===== src/design/opmode_pkg.sv =====
/*
  Constants, register map and mode codes of the operating-mode and
  system-clock controller.
  Assumes one 40 MHz reference clock and a synchronous active-low reset.
*/
`default_nettype none

package opmode_pkg;

  // ==========================================================
  // Register map
  localparam logic [2:0] ADDR_SYSTEM_MODE    = 3'h0;
  localparam logic [2:0] ADDR_WATCHDOG_CTRL  = 3'h1;
  localparam logic [2:0] ADDR_STATUS         = 3'h2;
  localparam logic [2:0] ADDR_IRQ_STATUS     = 3'h3;
  localparam logic [2:0] ADDR_IRQ_MASK       = 3'h4;

  // ==========================================================
  // Field positions
  localparam int         SYSMODE_DIV_LSB     = 5;
  localparam int         SYSMODE_READY_BIT   = 2;
  localparam int         SYSMODE_IDLE_BIT    = 1;
  localparam int         SYSMODE_HILO_BIT    = 0;
  localparam int         WDOG_IDLE_CLK_BIT   = 7;
  localparam int         STATUS_PDOWN_BIT    = 0;
  localparam int         STATUS_TIMEOUT_BIT  = 1;
  localparam int         IRQ_WIDTH           = 3;
  localparam int         IRQ_HALT_BIT        = 0;
  localparam int         IRQ_WAKE_BIT        = 1;
  localparam int         IRQ_READY_BIT       = 2;

  // ==========================================================
  // Reset values
  localparam logic [7:0] SYSMODE_RESET       = 8'h01;
  localparam logic [7:0] WDOG_RESET          = 8'h7a;
  localparam logic [2:0] IRQ_MASK_RESET      = 3'h0;

  // ==========================================================
  // Divider codes and timing
  localparam logic [2:0] DIV_SLOW_LAST       = 3'h1;
  localparam logic [3:0] DIV_EXP_OFFSET      = 4'h8;
  localparam logic [3:0] DIV_EXP_FULL        = 4'h0;
  localparam logic [4:0] OSC_SETTLE_CYCLES   = 5'h10;

  typedef enum logic [2:0] {
    MODE_FAST         = 3'b000,
    MODE_SLOW         = 3'b001,
    MODE_SLEEP        = 3'b010,
    MODE_IDLE_STOPPED = 3'b011,
    MODE_IDLE_RUNNING = 3'b100,
    MODE_WAKE_WAIT    = 3'b101
  } op_mode_e;

endpackage

`default_nettype wire


===== src/design/operating_mode_controller.sv =====
/*
  Operating-mode and system-clock controller: picks the system clock,
  decides the low-power state entered on halt, and keeps the power-down
  and time-out flags.
  Assumes halt, wake-up and watchdog inputs are one-cycle pulses synchronous
  to the 40 MHz clock, and slow_osc_tick marks each slow oscillator period.
*/
`default_nettype none

module operating_mode_controller
  import opmode_pkg::*;
(
  input  wire logic           clock,
  input  wire logic           nrst,
  input  wire logic [2:0]     addr,
  input  wire logic [7:0]     wdata,
  input  wire logic           wr_en,
  input  wire logic           rd_en,
  output var  logic [7:0]     rdata_ff,
  input  wire logic           halt_exec,
  input  wire logic           wake_event,
  input  wire logic           wdt_timeout,
  input  wire logic           wdt_clear_instr,
  input  wire logic           slow_osc_tick,
  output var  opmode_pkg::op_mode_e mode_ff,
  output var  logic           cpu_run_ff,
  output var  logic           sysclk_tick_ff,
  output var  logic           fast_osc_on_ff,
  output var  logic           fast_div_clocks_on_ff,
  output var  logic           slow_osc_on_ff,
  output var  logic           time_base_on_ff,
  output var  logic           wdt_clear_ff,
  output var  logic           irq_ff
);

  op_mode_e       nxt_mode;
  logic [7:0]     sysmode_ff;
  logic [7:0]     wdog_ctrl_ff;
  logic           power_down_ff;
  logic           timeout_ff;
  logic [2:0]     irq_status_ff;
  logic [2:0]     irq_mask_ff;
  logic [2:0]     irq_event;
  logic           fast_ready;
  logic           ready_prev_ff;
  logic           div_tick;
  logic           fast_sel;
  logic           halt_ok;
  logic           wake_ok;
  logic           low_power;
  logic [2:0]     div_code;
  logic [3:0]     div_exp;

  // ==========================================================
  // Clock selection decode
  always_comb begin
    div_code  = sysmode_ff[SYSMODE_DIV_LSB +: 3];
    fast_sel  = sysmode_ff[SYSMODE_HILO_BIT] || (div_code > DIV_SLOW_LAST);
    div_exp   = sysmode_ff[SYSMODE_HILO_BIT] ? DIV_EXP_FULL : DIV_EXP_OFFSET - {1'b0, div_code};
    low_power = (mode_ff == MODE_SLEEP) || (mode_ff == MODE_IDLE_STOPPED) || (mode_ff == MODE_IDLE_RUNNING);
    halt_ok   = halt_exec && cpu_run_ff;
    wake_ok   = wake_event && low_power;
  end

  // ==========================================================
  // Mode sequencing
  always_comb begin
    nxt_mode = mode_ff;
    unique case (mode_ff)
      MODE_FAST, MODE_SLOW: begin
        if (halt_ok) begin
          // Only the two idle bits choose the target
          if (!sysmode_ff[SYSMODE_IDLE_BIT]) begin
            nxt_mode = MODE_SLEEP;
          end else if (!wdog_ctrl_ff[WDOG_IDLE_CLK_BIT]) begin
            nxt_mode = MODE_IDLE_STOPPED;
          end else begin
            nxt_mode = MODE_IDLE_RUNNING;
          end
        end else begin
          nxt_mode = fast_sel ? MODE_FAST : MODE_SLOW;
        end
      end
      MODE_SLEEP, MODE_IDLE_STOPPED, MODE_IDLE_RUNNING: begin
        if (wake_ok) begin
          if (!fast_sel) begin
            nxt_mode = MODE_SLOW;
          end else if (fast_ready) begin
            nxt_mode = MODE_FAST;
          end else begin
            nxt_mode = MODE_WAKE_WAIT;
          end
        end
      end
      MODE_WAKE_WAIT: begin
        if (!fast_sel) begin
          nxt_mode = MODE_SLOW;
        end else if (fast_ready) begin
          nxt_mode = MODE_FAST;
        end
      end
      default: nxt_mode = MODE_WAKE_WAIT;
    endcase
  end

  // Power-on waits for the fast oscillator like a wake-up
  always_ff @(posedge clock) begin
    if (!nrst) begin
      mode_ff <= MODE_WAKE_WAIT;
    end else begin
      mode_ff <= nxt_mode;
    end
  end

  always_ff @(posedge clock) begin
    if (!nrst) begin
      cpu_run_ff <= 1'b0;
    end else begin
      cpu_run_ff <= (nxt_mode == MODE_FAST) || (nxt_mode == MODE_SLOW);
    end
  end

  // ==========================================================
  // Oscillator and clock enables
  always_ff @(posedge clock) begin
    if (!nrst) begin
      fast_osc_on_ff        <= 1'b0;
      fast_div_clocks_on_ff <= 1'b0;
    end else begin
      // Stopped oscillator also kills its divided taps
      fast_osc_on_ff        <= fast_sel && (nxt_mode != MODE_SLEEP) && (nxt_mode != MODE_IDLE_STOPPED);
      fast_div_clocks_on_ff <= fast_sel && (nxt_mode != MODE_SLEEP) && (nxt_mode != MODE_IDLE_STOPPED);
    end
  end

  always_ff @(posedge clock) begin
    if (!nrst) begin
      slow_osc_on_ff  <= 1'b0;
      time_base_on_ff <= 1'b0;
    end else begin
      slow_osc_on_ff  <= 1'b1;
      time_base_on_ff <= nxt_mode != MODE_SLEEP;
    end
  end

  osc_ready_timer u_ready (
    .clock      (clock),
    .nrst       (nrst),
    .osc_enable (fast_osc_on_ff),
    .ready_ff   (fast_ready)
  );

  sysclk_divider u_div (
    .clock    (clock),
    .nrst     (nrst),
    .run      (fast_ready),
    .exponent (div_exp),
    .tick_ff  (div_tick)
  );

  // No fast-clock tick until the fast oscillator is settled; slow ticks pass in MODE_SLOW
  always_ff @(posedge clock) begin
    if (!nrst) begin
      sysclk_tick_ff <= 1'b0;
    end else begin
      unique case (mode_ff)
        MODE_FAST:         sysclk_tick_ff <= div_tick;
        MODE_SLOW:         sysclk_tick_ff <= slow_osc_tick;
        MODE_IDLE_RUNNING: sysclk_tick_ff <= fast_sel ? div_tick : slow_osc_tick;
        default:           sysclk_tick_ff <= 1'b0;
      endcase
    end
  end

  // ==========================================================
  // Watchdog clear and status flags; a set wins over a clear
  always_ff @(posedge clock) begin
    if (!nrst) begin
      wdt_clear_ff <= 1'b0;
    end else begin
      wdt_clear_ff <= halt_ok || wdt_clear_instr;
    end
  end

  always_ff @(posedge clock) begin
    if (!nrst) begin
      power_down_ff <= 1'b0;
      timeout_ff    <= 1'b0;
    end else begin
      power_down_ff <= halt_ok || (power_down_ff && !wdt_clear_instr);
      timeout_ff    <= wdt_timeout || (timeout_ff && !halt_ok && !wdt_clear_instr);
    end
  end

  // ==========================================================
  // Software registers; mode and watchdog writes only land while the CPU runs, mask writes always
  always_ff @(posedge clock) begin
    if (!nrst) begin
      sysmode_ff   <= SYSMODE_RESET;
      wdog_ctrl_ff <= WDOG_RESET;
    end else if (wr_en && cpu_run_ff) begin
      if (addr == ADDR_SYSTEM_MODE) begin
        sysmode_ff <= wdata;
      end
      if (addr == ADDR_WATCHDOG_CTRL) begin
        wdog_ctrl_ff <= wdata;
      end
    end
  end

  always_ff @(posedge clock) begin
    if (!nrst) begin
      irq_mask_ff <= IRQ_MASK_RESET;
    end else if (wr_en && addr == ADDR_IRQ_MASK) begin
      irq_mask_ff <= wdata[IRQ_WIDTH-1:0];
    end
  end

  // ==========================================================
  // Interrupt status, write one to clear
  always_ff @(posedge clock) begin
    if (!nrst) begin
      ready_prev_ff <= 1'b0;
    end else begin
      ready_prev_ff <= fast_ready;
    end
  end

  always_comb begin
    irq_event                = '0;
    irq_event[IRQ_HALT_BIT]  = halt_ok;
    irq_event[IRQ_WAKE_BIT]  = wake_ok;
    irq_event[IRQ_READY_BIT] = fast_ready && !ready_prev_ff;
  end

  for (genvar i = 0; i < IRQ_WIDTH; i++) begin : g_irq
    always_ff @(posedge clock) begin
      if (!nrst) begin
        irq_status_ff[i] <= 1'b0;
      end else begin
        irq_status_ff[i] <= irq_event[i] ||
                            (irq_status_ff[i] && !(wr_en && addr == ADDR_IRQ_STATUS && wdata[i]));
      end
    end
  end

  always_ff @(posedge clock) begin
    if (!nrst) begin
      irq_ff <= 1'b0;
    end else begin
      irq_ff <= |(irq_status_ff & irq_mask_ff);
    end
  end

  // ==========================================================
  // Read port, data valid in the cycle after the strobe
  always_ff @(posedge clock) begin
    if (!nrst) begin
      rdata_ff <= 8'h00;
    end else if (rd_en) begin
      unique case (addr)
        ADDR_SYSTEM_MODE: begin
          rdata_ff                    <= sysmode_ff;
          rdata_ff[SYSMODE_READY_BIT] <= fast_ready;
        end
        ADDR_WATCHDOG_CTRL: rdata_ff <= wdog_ctrl_ff;
        ADDR_STATUS:        rdata_ff <= {6'h00, timeout_ff, power_down_ff};
        ADDR_IRQ_STATUS:    rdata_ff <= {5'h00, irq_status_ff};
        ADDR_IRQ_MASK:      rdata_ff <= {5'h00, irq_mask_ff};
        default:            rdata_ff <= 8'h00;
      endcase
    end else begin
      rdata_ff <= 8'h00;
    end
  end

  // ==========================================================
  // Checks
  a_halt_to_sleep: assert property (@(posedge clock) disable iff (!nrst)
    halt_ok && !sysmode_ff[SYSMODE_IDLE_BIT] |=> mode_ff == MODE_SLEEP && !cpu_run_ff)
    else $error("halt with idle disabled did not enter sleep");
  a_halt_idle_stop: assert property (@(posedge clock) disable iff (!nrst)
    halt_ok && sysmode_ff[SYSMODE_IDLE_BIT] && !wdog_ctrl_ff[WDOG_IDLE_CLK_BIT] |=> mode_ff == MODE_IDLE_STOPPED)
    else $error("halt did not enter clock-stopped idle");
  a_halt_idle_run: assert property (@(posedge clock) disable iff (!nrst)
    halt_ok && sysmode_ff[SYSMODE_IDLE_BIT] && wdog_ctrl_ff[WDOG_IDLE_CLK_BIT] |=> mode_ff == MODE_IDLE_RUNNING)
    else $error("halt did not enter clock-running idle");
  a_halt_flags: assert property (@(posedge clock) disable iff (!nrst)
    halt_ok && !wdt_timeout |=> power_down_ff && !timeout_ff && wdt_clear_ff)
    else $error("halt did not update flags and watchdog");
  a_slow_fast_off: assert property (@(posedge clock) disable iff (!nrst)
    mode_ff == MODE_SLOW |-> !fast_osc_on_ff && !fast_div_clocks_on_ff && time_base_on_ff)
    else $error("fast oscillator running in slow mode");
  a_sleep_stopped: assert property (@(posedge clock) disable iff (!nrst)
    (mode_ff == MODE_SLEEP) [*2] |-> !sysclk_tick_ff && !fast_ready && !time_base_on_ff)
    else $error("clocks running in sleep");
  a_ready_settle: assert property (@(posedge clock) disable iff (!nrst)
    $rose(fast_ready) |-> $past(fast_osc_on_ff, 16) && !$past(fast_ready, 1))
    else $error("ready flag rose before settling");
  a_wait_holds_cpu: assert property (@(posedge clock) disable iff (!nrst)
    mode_ff == MODE_WAKE_WAIT |-> !cpu_run_ff ##0 (!fast_ready || nxt_mode != MODE_WAKE_WAIT))
    else $error("cpu ran before fast oscillator ready");
  a_wake_resume: assert property (@(posedge clock) disable iff (!nrst)
    wake_ok && !fast_sel |=> mode_ff == MODE_SLOW && cpu_run_ff)
    else $error("wake-up did not resume slow mode");
  a_lowpower_halt: assert property (@(posedge clock) disable iff (!nrst)
    low_power |-> !cpu_run_ff && $stable(sysmode_ff))
    else $error("cpu or registers active in low-power mode");

  c_sleep_entry: cover property (@(posedge clock) disable iff (!nrst)
    mode_ff == MODE_FAST ##1 mode_ff == MODE_SLEEP);
  c_idle_running: cover property (@(posedge clock) disable iff (!nrst)
    mode_ff == MODE_IDLE_RUNNING && sysclk_tick_ff);
  c_wake_wait_done: cover property (@(posedge clock) disable iff (!nrst)
    mode_ff == MODE_WAKE_WAIT ##1 mode_ff == MODE_FAST);
  c_fast_to_slow: cover property (@(posedge clock) disable iff (!nrst)
    mode_ff == MODE_FAST ##1 mode_ff == MODE_SLOW);

endmodule

`default_nettype wire


===== src/design/osc_ready_timer.sv =====
/*
  Start-up timer of the fast oscillator: raises the ready flag once the
  oscillator has been enabled for the settling count.
  Assumes the enable comes from a flip-flop of the same clock.
*/
`default_nettype none

module osc_ready_timer
  import opmode_pkg::*;
(
  input  wire logic clock,
  input  wire logic nrst,
  input  wire logic osc_enable,
  output var  logic ready_ff
);

  logic [4:0] settle_cnt_ff;

  // ==========================================================
  // Settling count, restarted whenever the oscillator is off
  always_ff @(posedge clock) begin
    if (!nrst || !osc_enable) begin
      settle_cnt_ff <= 5'h00;
    end else if (settle_cnt_ff != OSC_SETTLE_CYCLES) begin
      settle_cnt_ff <= settle_cnt_ff + 5'h01;
    end
  end

  always_ff @(posedge clock) begin
    if (!nrst || !osc_enable) begin
      ready_ff <= 1'b0;
    end else begin
      ready_ff <= (settle_cnt_ff == OSC_SETTLE_CYCLES - 5'h01) || ready_ff;
    end
  end

endmodule

`default_nettype wire


===== src/design/sysclk_divider.sv =====
/*
  Fast-clock divider: a one-cycle tick every 2**exponent cycles.
  Assumes the exponent is stable while run is high; counting restarts at run.
*/
`default_nettype none

module sysclk_divider (
  input  wire logic       clock,
  input  wire logic       nrst,
  input  wire logic       run,
  input  wire logic [3:0] exponent,
  output var  logic       tick_ff
);

  logic [5:0] div_cnt_ff;
  logic [6:0] span;
  logic [5:0] mask;

  always_comb begin
    span = (7'h01 << exponent) - 7'h01;
    mask = span[5:0];
  end

  always_ff @(posedge clock) begin
    if (!nrst || !run) begin
      div_cnt_ff <= 6'h00;
    end else begin
      div_cnt_ff <= div_cnt_ff + 6'h01;
    end
  end

  // Exponent 0 gives a tick every cycle, 6 one in 64
  always_ff @(posedge clock) begin
    if (!nrst || !run) begin
      tick_ff <= 1'b0;
    end else begin
      tick_ff <= (div_cnt_ff & mask) == mask;
    end
  end

endmodule

`default_nettype wire


===== config.mk =====
export PLATFORM = sky130hd
export DESIGN_NAME = operating_mode_controller
export DESIGN_NICKNAME = d
export VERILOG_FILES = /design/src/design/opmode_pkg.sv /design/src/design/operating_mode_controller.sv /design/src/design/osc_ready_timer.sv /design/src/design/sysclk_divider.sv
export SDC_FILE = /design/constraint.sdc
export NUM_CORES = 1
export LEC_CHECK = 0
export ABC_AREA = 1
export BUFFER_PORTS_ARGS = -buffer_cell sky130_fd_sc_hd__buf_2
export CAP_MARGIN = 5
export CORE_ASPECT_RATIO = 1.25
export CORE_UTILIZATION = 40
export DETAILED_ROUTE_END_ITERATION = 6
export GPL_ROUTABILITY_DRIVEN = 0
export PLACE_DENSITY_LB_ADDON = 0.1
export SYNTH_ARGS = -nofsm -noshare
export SYNTH_HDL_FRONTEND = slang
export SYNTH_HIERARCHICAL = 1
export SYNTH_SLANG_ARGS = --single-unit

===== constraint.sdc =====
create_clock -name clock -period 2.1 [get_ports clock]
set_input_delay 0.105 -clock clock [delete_from_list [all_inputs] [get_ports clock]]
set_output_delay 0.105 -clock clock [all_outputs]
set_load 0.03 [all_outputs]

---- Yosys cells after proc, flatten, opt, wreduce, memory -nomap -nowiden ----
Cells that the tools add are included.
word-level totals
  input port bits ......................... 20
  register bits ........................... 56
  output and inout bits ................... 19
  logic and storage cells ................. 108
cells by class
  add/subtract/negate cells ............... 4
  $lt $le $gt $ge ......................... 1
  bitwise operators ....................... 2
  equality and inequality tests ........... 15
  reductions and logical operators ........ 48
  shift operators ......................... 1
  multiplexer cells ....................... 15
operator list
  operator               count
  $pmux W8 S5            1
  $mux W3                8
  $logic_and A1 B1 Y1    17
  $logic_or A1 B1 Y1     13
  $eq A3 B2 Y1 const B   4
  $eq A3 B1 Y1 const B   3
  $eq A3 B3 Y1 const B   3
  $logic_not A1 Y1       9
  $logic_not A3 Y1       3
  $pmux W3 S3            1
  $add A6 B1 Y6 const B  1
  $and A6 B6 Y6          1
  $eq A6 B6 Y1           1
  $ne A3 B2 Y1 const B   2
  $reduce_and A2 Y1      3
  $reduce_or A3 Y1       2
  $shl A1 B4 Y6 const A  1
  $sub A6 B1 Y6 const B  1
  $add A5 B1 Y5 const B  1
  $eq A5 B4 Y1 const B   1
  $ne A5 B5 Y1 const B   1
  $mux W4                1
  $sub A4 B3 Y4 const A  1
  $and A3 B3 Y3          1
  other kinds (4)        6

---- Depth between registers and ports, before layout ----
Gate-level depths: netlist (run 1).
  word-level depth ........................ 9
  depth in mapped cells ................... 13
  depth with buffers taken out ............ 13

---- Hierarchy ----
The synthesis (run 1) kept the hierarchy.
modules (own cells, without submodules)
  module                     area each (sq um)  cells an instance  seq. area each (sq um)  instances
  operating_mode_controller  1834.3             253                840.8                   1
  sysclk_divider             400.4              60                 140.1                   1
  osc_ready_timer            289.0              39                 120.1                   1

---- Worst setup path before layout (run 1) ----
OpenSTA, ideal clock, no wires.
  path kind ............................... flip-flop to flip-flop
  start point ............................. reg sysmode_ff[5]
  end point ............................... reg u_div.tick_ff
  data required time ...................... 2038 ps
  period minus slack after synthesis ...... 1742 ps
  library setup time ...................... 62 ps
  path buffers ............................ 0
  arrival time ............................ 1680 ps
  stages on the path, launching flop included .. 14
  slack ................................... 358 ps
  cell sequence ........................... dfxtp_1 > inv_1 > ha_1 > xor2_1 > nor2_1 > nor2_4 > nand3_1 > ha_1 > nor2_1 > nor2_1 > nand2_1 > nor2_2 > nand2_2 > nor2_2
on the way
  cells in the longest elaborated chain, start to end .. 6
ends and longest elaborated chain
  what                    line                              RTL
  from (decl)             operating_mode_controller.sv:37   logic [7:0] sysmode_ff;
  from (signal assigned)  operating_mode_controller.sv:203  sysmode_ff <= wdata;
  $sub A4 B3 Y4 *         operating_mode_controller.sv:59   div_exp = sysmode_ff[SYSMODE_HILO_BIT] ? DIV_EXP_FULL : DIV_EXP_OFFSET - {1'b0, div_code};
  $mux W4 *               operating_mode_controller.sv:59
  via div_exp[2]          operating_mode_controller.sv:52   logic [3:0] div_exp;
  $shl A1 B4 Y6 *         sysclk_divider.sv:20              span = (7'h01 << exponent) - 7'h01;
  $sub A6 B1 Y6 *         sysclk_divider.sv:20
  $and A6 B6 Y6           sysclk_divider.sv:37              tick_ff <= (div_cnt_ff & mask) == mask;
  $eq A6 B6 Y1 *          sysclk_divider.sv:37
  to (signal assigned)    sysclk_divider.sv:37
  to (decl)               sysclk_divider.sv:12              output var logic tick_ff
The timed path passes the listed nets; every way through them passes the cells marked *.
A chain may end at the register's enable or synchronous reset.

---- Final worst setup path (run 1) ----
  start point ............................. reg sysmode_ff[6]
  end point ............................... reg u_div.tick_ff
Same word-level chain as after synthesis.

==> out/summary.txt, run 1 <==
CP endpoint kind: flop
Setup Viol. Count Final: 0
sequential share of the synthesized area: 43.63%
synthesized area: 0.002524 mm²
Area Overhead vs Synth: 15.47%
FF-to-FF path depth: 13
critical path arrival: 2130 ps
DIE AREA: 0.006633 mm²
Worst EP required: 2350 ps
Final Max Tran Viols: 0
largest net degree at the start of global routing: 17
Final ANT Viol Nets: 0
GR Overflow Total: 0
fraction of layout cells with a size suffix above 1: 18.02%
Worst-path clk slew: 100 ps
height of the die: 90.81 µm
Syn Area/Cell: 7.170 µm²
# diodes: 0
port bufs: 38
Skew-Pair Late Insertion Delay: 300 ps
outcome: finished clean
Main synth FF type: dfxtp_1
crit path time final: 1873 ps
final wirelength: 5.234 mm
warnings from Yosys: 6
Tcrit/Tclk final: 89.20%
clk sink count: 55
MaxCap Viol Count: 0
Synth Instances: 352
crit start category: flop
final cell count without fillers: 479
top cells by area, synth: dfxtp_1 (44%), nand2_1 (14%), inv_1 (7.1%)
Die Wd: 73.05 µm
Crit path depth: 13
core box area: 0.006126 mm²
Initial Util: 41.20%
clk root buf: clkbuf_8
Critical path buffers and inverters: 1
first-pass GRT wire length: 8.776 mm
peak supply drop: 0.0003799 V
setup TNS: 0 ps
worst slew pin tran: 517.4 ps
Synth top area share: 43.63%
Critical Path Max Stage Delay: 380 ps
Worst Hold Depth: 3
Synth Register Bits: 55
Num CTS Buffers: 5
RSZ-0062 raised after global routing: no
H-tree Lvls: 2
cell breakdown of the critical path: inv_1, ha_1, xor2_1, nor2_1, nor2_4, nand3_1, ha_1, nor2_1, nor2_1, nand2_1, nor2_2, nand2_2, nor2_2
GRT Overall Usage: 16.96%
Max Clk Rate: 533.9 MHz
slowest library cell on the worst path: dfxtp_1
DRT Pass-1 Iters: 4
Slew headroom: 65.47%
critical path's most frequent cell: nor2_1
Synth async-reset ratio: 0%
via count: 2,237
syn_nets: 379
CP delay by family, top: simple AND/OR/NAND/NOR gates
Rows: 32
placed insts: 471
worst-path fanout max: 5
Post-synth EDFFs: 0
library cells used by synthesis: 33
I/O pin cnt: 39
post-synth top area cell: dfxtp_1
vias in the first global route: 2,029
post-CTS repair timing setup buffer count: 0
CTS tree: built
DP Wirelength: 3.969 mm
Max clock buf depth: 2
Initial DRC Count: 97
initial antenna violation count: 0
Final Hold Vio Count: 0
power per cell area: 689.8 mW/mm²
nets@finish: 420
Max Clock Skew: 9.700 ps
Lkg Pwr: 1.311 nW
drt via density: 4.670
Setup CP Type: flop to flop
drt drc: 0
Hold/Removal Path Class: primary input to flop
Avg WL per Cell: 10.93 µm
## worst paths after layout
check / startpoint / endpoint / slack (ps)
worst min-delay path: wdata[5] / wdog_ctrl_ff[5]$_SDFFE_PN1P_ / 20
worst max-delay path: sysmode_ff[6]$_SDFFE_PN0P_ / u_div/tick_ff$_SDFF_PP0_ / 230
worst max register to register: sysmode_ff[6]$_SDFFE_PN0P_ / u_div/tick_ff$_SDFF_PP0_ / 230
worst min register to register: ready_prev_ff$_SDFF_PN0_ / irq_status_ff[2]$_SDFF_PN0_ / 420
## repair_timing
item,CTS,global route
setup endpoints to repair,0,1
gates resized for setup,0,1
hold buffers,0,0
hold endpoints to repair,0,0
## synth_stat cells (2+ instances only)
cell type / instances
nor2_2: 7
a21oi_2: 2
xnor2_1: 2
nor2_1: 36
ha_1: 7
o22ai_1: 2
nand3_1: 25
o21ai_1: 6
inv_1: 48
clkinv_1: 3
nand2_2: 4
nand4_1: 3
buf_2: 2
a21oi_1: 31
inv_2: 2
o21ai_2: 2
dfxtp_1: 55
o21ai_0: 10
nand2_1: 91
## cell type report
cell class                      instances  area (µm²)
Fill cell                             637        3212
Clock buffer                            6       82.58
Timing Repair Buffer                   39       197.7
Clock inverter                          2       35.03
Tap cell                               85       106.4
Multi-Input combinational cell        237        1176
Inverter                               55       214.0
Sequential cell                        55        1102
## stage by stage
stage	cell area [µm²]	total power [W]	utilization (%)	hold WS [ps]	setup WS, ps
after global placement	2795	0.001304	45.63	321.1	257.8
after detailed placement	2795	0.001304	45.63	330.6	208.4
after global routing	2914	0.002096	47.57	12.14	53.49
after floorplan	2524	0.001236	-	132.7	357.8
after CTS	2913	0.002028	47.55	11.71	177.0
final	2914	0.002010	47.57	18.93	226.8
## routing by layer
layer | global-route usage (%) | vias up | share of wire [%]
met4 | 5.556 | 0 | 1.4
met1 | 20.68 | 995 | 45
met5 | 0 | - | 0
met2 | 29.24 | 43 | 49
li1 | - | 1192 | -
met3 | 3.237 | 7 | 4.2
## cell usage in the layout, fill, tap and decap left out
cell / netlist / routed
a21boi_0: 1 / 1
a21oi_1: 31 / 31
a21oi_2: 2 / 2
buf_2: 2 / 38
buf_4: 1 / 1
bufinv_16: 0 / 1
clkbuf_8: 0 / 6
clkinv_1: 3 / 3
clkinv_2: 0 / 1
dfxtp_1: 55 / 54
dfxtp_2: 0 / 1
ha_1: 7 / 7
inv_1: 48 / 48
inv_2: 2 / 2
inv_4: 1 / 1
inv_6: 1 / 1
nand2_1: 91 / 91
nand2_2: 4 / 4
nand2_8: 1 / 1
nand3_1: 25 / 25
nand3_2: 1 / 1
nand4_1: 3 / 3
nor2_1: 36 / 36
nor2_2: 7 / 7
nor2_4: 1 / 1
nor2_8: 1 / 1
nor3_1: 1 / 1
o21ai_0: 10 / 10
o21ai_1: 6 / 6
o21ai_2: 2 / 2
o21bai_1: 1 / 1
o221ai_1: 1 / 1
o22ai_1: 2 / 2
xnor2_1: 2 / 2
xor2_1: 1 / 1
## where the power goes
group | internal [W] | switching [W] | leakage [nW]
combinational | 0.0000604 | 0.000130 | 0.802
sequential | 0.00107 | 0.0000187 | 0.447
clock | 0.000387 | 0.000346 | 0.0612
total | 0.00152 | 0.000495 | 1.31
## tightest hold or removal path, stage by stage
cell and delay (ps):
buf_2 90, nand2_1 50, nand3_1 50
## cells by family after synthesis
| kind of cell | after synthesis | synth area share [%] |
|---|---|---|
| and+or+nand+nor | 171 | 29.95 |
| buffers and inverters | 60 | 9.767 |
| AOI/OAI and AO/OA | 56 | 12.15 |
| DFF | 55 | 43.63 |
| adders and majority gates | 7 | 3.470 |
| xor gates and xnor gates | 3 | 1.041 |
## sequential cells by signal, summed over array words and instances, names as in the netlist, 3 cells and up
name,count
u_ready/settle_cnt_ff,5
mode_ff,3
irq_status_ff,3
wdog_ctrl_ff,8
sysmode_ff,7
irq_mask_ff,3
u_div/div_cnt_ff,6
rdata_ff,8
(Power assumes the default switching activity.)
==> run 2, diff against run 1 <==
ABC_AREA = 0   (was 1)
clock period = 1.8 ns   (was 2.1 ns; I/O delays follow)
==> out/summary.txt, run 2 <==
outcome: complete, but fails checks
violations in the final reports: setup timing
clock group share of total power: 32.9% (-3.5 points)
initial antenna violation count: 0 (unchanged)
Sw Ratio: 23.87% (-0.75 points)
Worst-path clk slew: 100 ps (about the same)
Tcrit/Tclk final: 113.9% (+25 points)
Core Util, Final: 50.28% (+2.7 points)
via count: 1,903 (-15%)
# diodes: 0 (unchanged)
Worst Hold Depth: 3 (unchanged)
Post-synth top cells: dfxtp_1 (55), nor2_1 (43), mux2i_1 (30)
Final ANT Viol Nets: 0 (unchanged)
crit path time final: 2050 ps (+176.7 ps)
DP Wirelength: 3.710 mm (-6.5%)
Area Overhead vs Synth: 20.39%
WHS Endpoint: wdog_ctrl_ff[3]$_SDFFE_PN1P_
Rows: 31 (-3.1%)
worst slew pin tran: 493.6 ps (-23.79 ps)
GRT Overall Usage: 16.72% (-0.24 points)
Hold/Removal Path Class: primary input to flop
H-tree Lvls: 2 (unchanged)
drt via density: 5.061 (+8.4%)
Worst EP required: 2060 ps (-290 ps)
Top Registers: rdata_ff: 8 flops, wdog_ctrl_ff: 8 flops, sysmode_ff: 7 flops
height of the die: 89.14 µm (-1.8%)
Logic pwr share: 6.8% (-2.7 points)
Final Hold Vio Count: 0 (unchanged)
clk root buf: clkbuf_8
critical path's most frequent cell: ha_4
Synth async-reset ratio: 0% (unchanged)
post-synth top area cell: dfxtp_1
commonest non-fill, non-tap cell in the layout: dfxtp_1
Initial Util: 41.76% (+0.57 points)
Die Wd: 71.71 µm (-1.8%)
cell breakdown of the critical path: inv_2, ha_4, and2b_2, or4b_4, ha_4, nor2_2, a211oi_2, o221a_2
GR Overflow Total: 0 (unchanged)
internal power consumption: 0.001556 W (+2.7%)
Critical R2R Capture: u_div/tick_ff$_SDFF_PP0_
min setup slack post-route: -249.8 ps (-476.7 ps)
Synth Register Bits: 55 (unchanged)
DRT Pass-1 Iters: 4 (unchanged)
Synth Instances: 258 (-27%)
worst-path fanout max: 3 (-2)
syn_nets: 285 (-25%)
peak supply drop: 0.0004594 V (+21%)
DIE AREA: 0.006392 mm² (-3.6%)
library cells used by synthesis: 53 (+61%)
Max clock buf depth: 2 (unchanged)
top cells by area, synth: dfxtp_1 (45%), mux2i_1 (12%), nor2_1 (6.6%)
Critical Path Max Stage Delay: 530 ps (+150 ps)
FF-to-FF path depth: 8 (-5)
final wirelength: 5.079 mm (-3.0%)
Post-synth EDFFs: 0 (unchanged)
power per cell area: 698.7 mW/mm² (+1.3%)
first-pass GRT wire length: 8.162 mm (-7.0%)
Num CTS Buffers: 5 (unchanged)
port bufs: 38 (unchanged)
cell with the most instances after synthesis: dfxtp_1
Lkg Pwr: 1.260 nW (-3.9%)
most frequent cells in the layout: dfxtp_1 (53), nor2_1 (41), buf_2 (38)
setup slack on the worst flop-to-flop path: -250 ps (-480 ps)
Avg WL per Cell: 13.51 µm (+24%)
slowest library cell on the worst path: or4b_4
CTS tree: built
largest net degree at the start of global routing: 22 (+5)
Main synth FF type: dfxtp_1
warnings from Yosys: 6 (unchanged)
worst reg2reg startpoint: sysmode_ff[6]$_SDFFE_PN0P_
Initial DRC Count: 43 (-56%)
HP Start: wdata[3]
Syn Area/Cell: 9.418 µm² (+31%)
Seq pwr share: 60.3% (+6.2 points)
Setup Viol. Count Final: 1 (+1)
Slew headroom: 66.79% (+1.3 points)
RSZ-0062 raised after global routing: yes
Skew-Pair Late Insertion Delay: 310 ps (about the same)
fraction of layout cells with a size suffix above 1: 26.77% (+8.8 points)
sequential share of the synthesized area: 45.31% (+1.7 points)
clk sink count: 55 (unchanged)
Max Clk Rate: 487.8 MHz (-8.6%)
core box area: 0.005818 mm² (-5.0%)
nets@finish: 336 (-20%)
Setup CP Type: flop to flop
Synth top area share: 45.31% (+1.7 points)
MaxCap Viol Count: 0 (unchanged)
CP endpoint kind: flop
I/O pin cnt: 39 (unchanged)
drt drc: 0 (unchanged)
launch point of the worst path: sysmode_ff[6]$_SDFFE_PN0P_
vias in the first global route: 1,752 (-14%)
Max Clock Skew: 13.43 ps (+3.725 ps)
setup TNS: -249.8 ps (-249.8 ps)
synthesized area: 0.002430 mm² (-3.7%)
Final Max Tran Viols: 0 (unchanged)
critical path arrival: 2310 ps (+180 ps)
Net Switching: 0.0004878 W (-1.4%)
crit start category: flop
-- run 2: cell count changes after synthesis, moves of 6 or more --
cell	change
a21oi_1	-22
clkbuf_1	+6
inv_1	-38
mux2i_1	+30
nand2_1	-75
nand3_1	-19
nor2_1	+7
nor2_2	-6
o21ai_1	-6
-- run 2: cell type report --
class | instances | area, µm²
clock inverter | 2 | 11.26
multi-input combinational | 181 | 1277
timing repair buffer | 56 | 335.3
tap | 66 | 82.58
clock buffer | 6 | 72.57
fill | 575 | 2893
inverter | 10 | 40.04
sequential | 55 | 1106
-- run 2: how the worst max path moves through the flow --
stage                                     endpoint  slack [ps]  cells past startpoint
after floorplan           u_div/tick_ff$_SDFF_PP0_        -240                      8
after global placement    u_div/tick_ff$_SDFF_PP0_        -210                      8
after detailed placement  u_div/tick_ff$_SDFF_PP0_        -230                      8
after CTS                 u_div/tick_ff$_SDFF_PP0_        -260                      9
after global routing      u_div/tick_ff$_SDFF_PP0_        -320                      8
final                     u_div/tick_ff$_SDFF_PP0_        -250                      8
-- run 2: through the flow --
step	hold slack (ps)	total power (W)	cell area [µm²]	setup slack, ps	cells
detailed placement	311.7	0.001394	2766	-228.5	363
global placement	303.2	0.001394	2766	-214.4	363
finish	5.925	0.002044	2925	-249.8	376
floorplan	117.7	0.001341	2451	-235.6	258
CTS	0.8430	0.002083	2890	-259.9	375
global route	16.01	0.002138	2925	-318.8	376
-- run 2: power by group through the flow --
stage               Sequential, W  Clock (W)  Combinational (W)
floorplan                 0.00128          0          0.0000649
global placement          0.00126          0           0.000132
detailed placement        0.00126          0           0.000133
CTS                       0.00123   0.000709           0.000140
global route              0.00124   0.000751           0.000151
finish                    0.00123   0.000672           0.000138
-- run 2: logic make-up (layout without fill, tap and decap cells) --
| group | Yosys count | after routing | synth area share, % |
|---|---|---|---|
| AND/OR/NAND/NOR | 105 | 105 | 23.22 |
| flip-flops | 55 | 55 | 45.31 |
| AO/OA/AOI/OAI | 31 | 31 | 8.806 |
| multiplexers | 30 | 30 | 12.36 |
| buffers and inverters | 22 | 74 | 3.811 |
| XOR/XNOR | 8 | 8 | 2.883 |
| adder cells (fa/ha/maj) | 7 | 7 | 3.604 |
-- run 2: worst max-delay path: cells and delay by family (launching register included) --
family	cells	cell delay, ps
AOI/OAI and AO/OA	2	370
adders and majority gates	2	500
and+or+nand+nor	3	760
DFF	1	340
buffers and inverters	1	50
-- run 2: timing repair --
| action | 4_1_cts | 5_1_grt |
|---|---|---|
| pin swaps | 0 | 5 |
| resized for setup | 0 | 6 |
| setup endpoints to repair | 1 | 1 |
| hold buffers | 4 | 0 |
| hold endpoints to repair | 4 | 0 |
| gates cloned | 0 | 0 |
| buffers inserted | 0 | 1 |
-- run 2: layer usage --
metal | part of all wire [%] | vias to the layer above | global-route usage, % | wire length, µm
li1 | - | 994 | - | -
met5 | 0 | - | 0 | 0
met4 | 2.3 | 0 | 7.487 | 116
met2 | 49 | 28 | 30.10 | 2507
met1 | 45 | 873 | 18.90 | 2298
met3 | 3.1 | 8 | 3.833 | 156
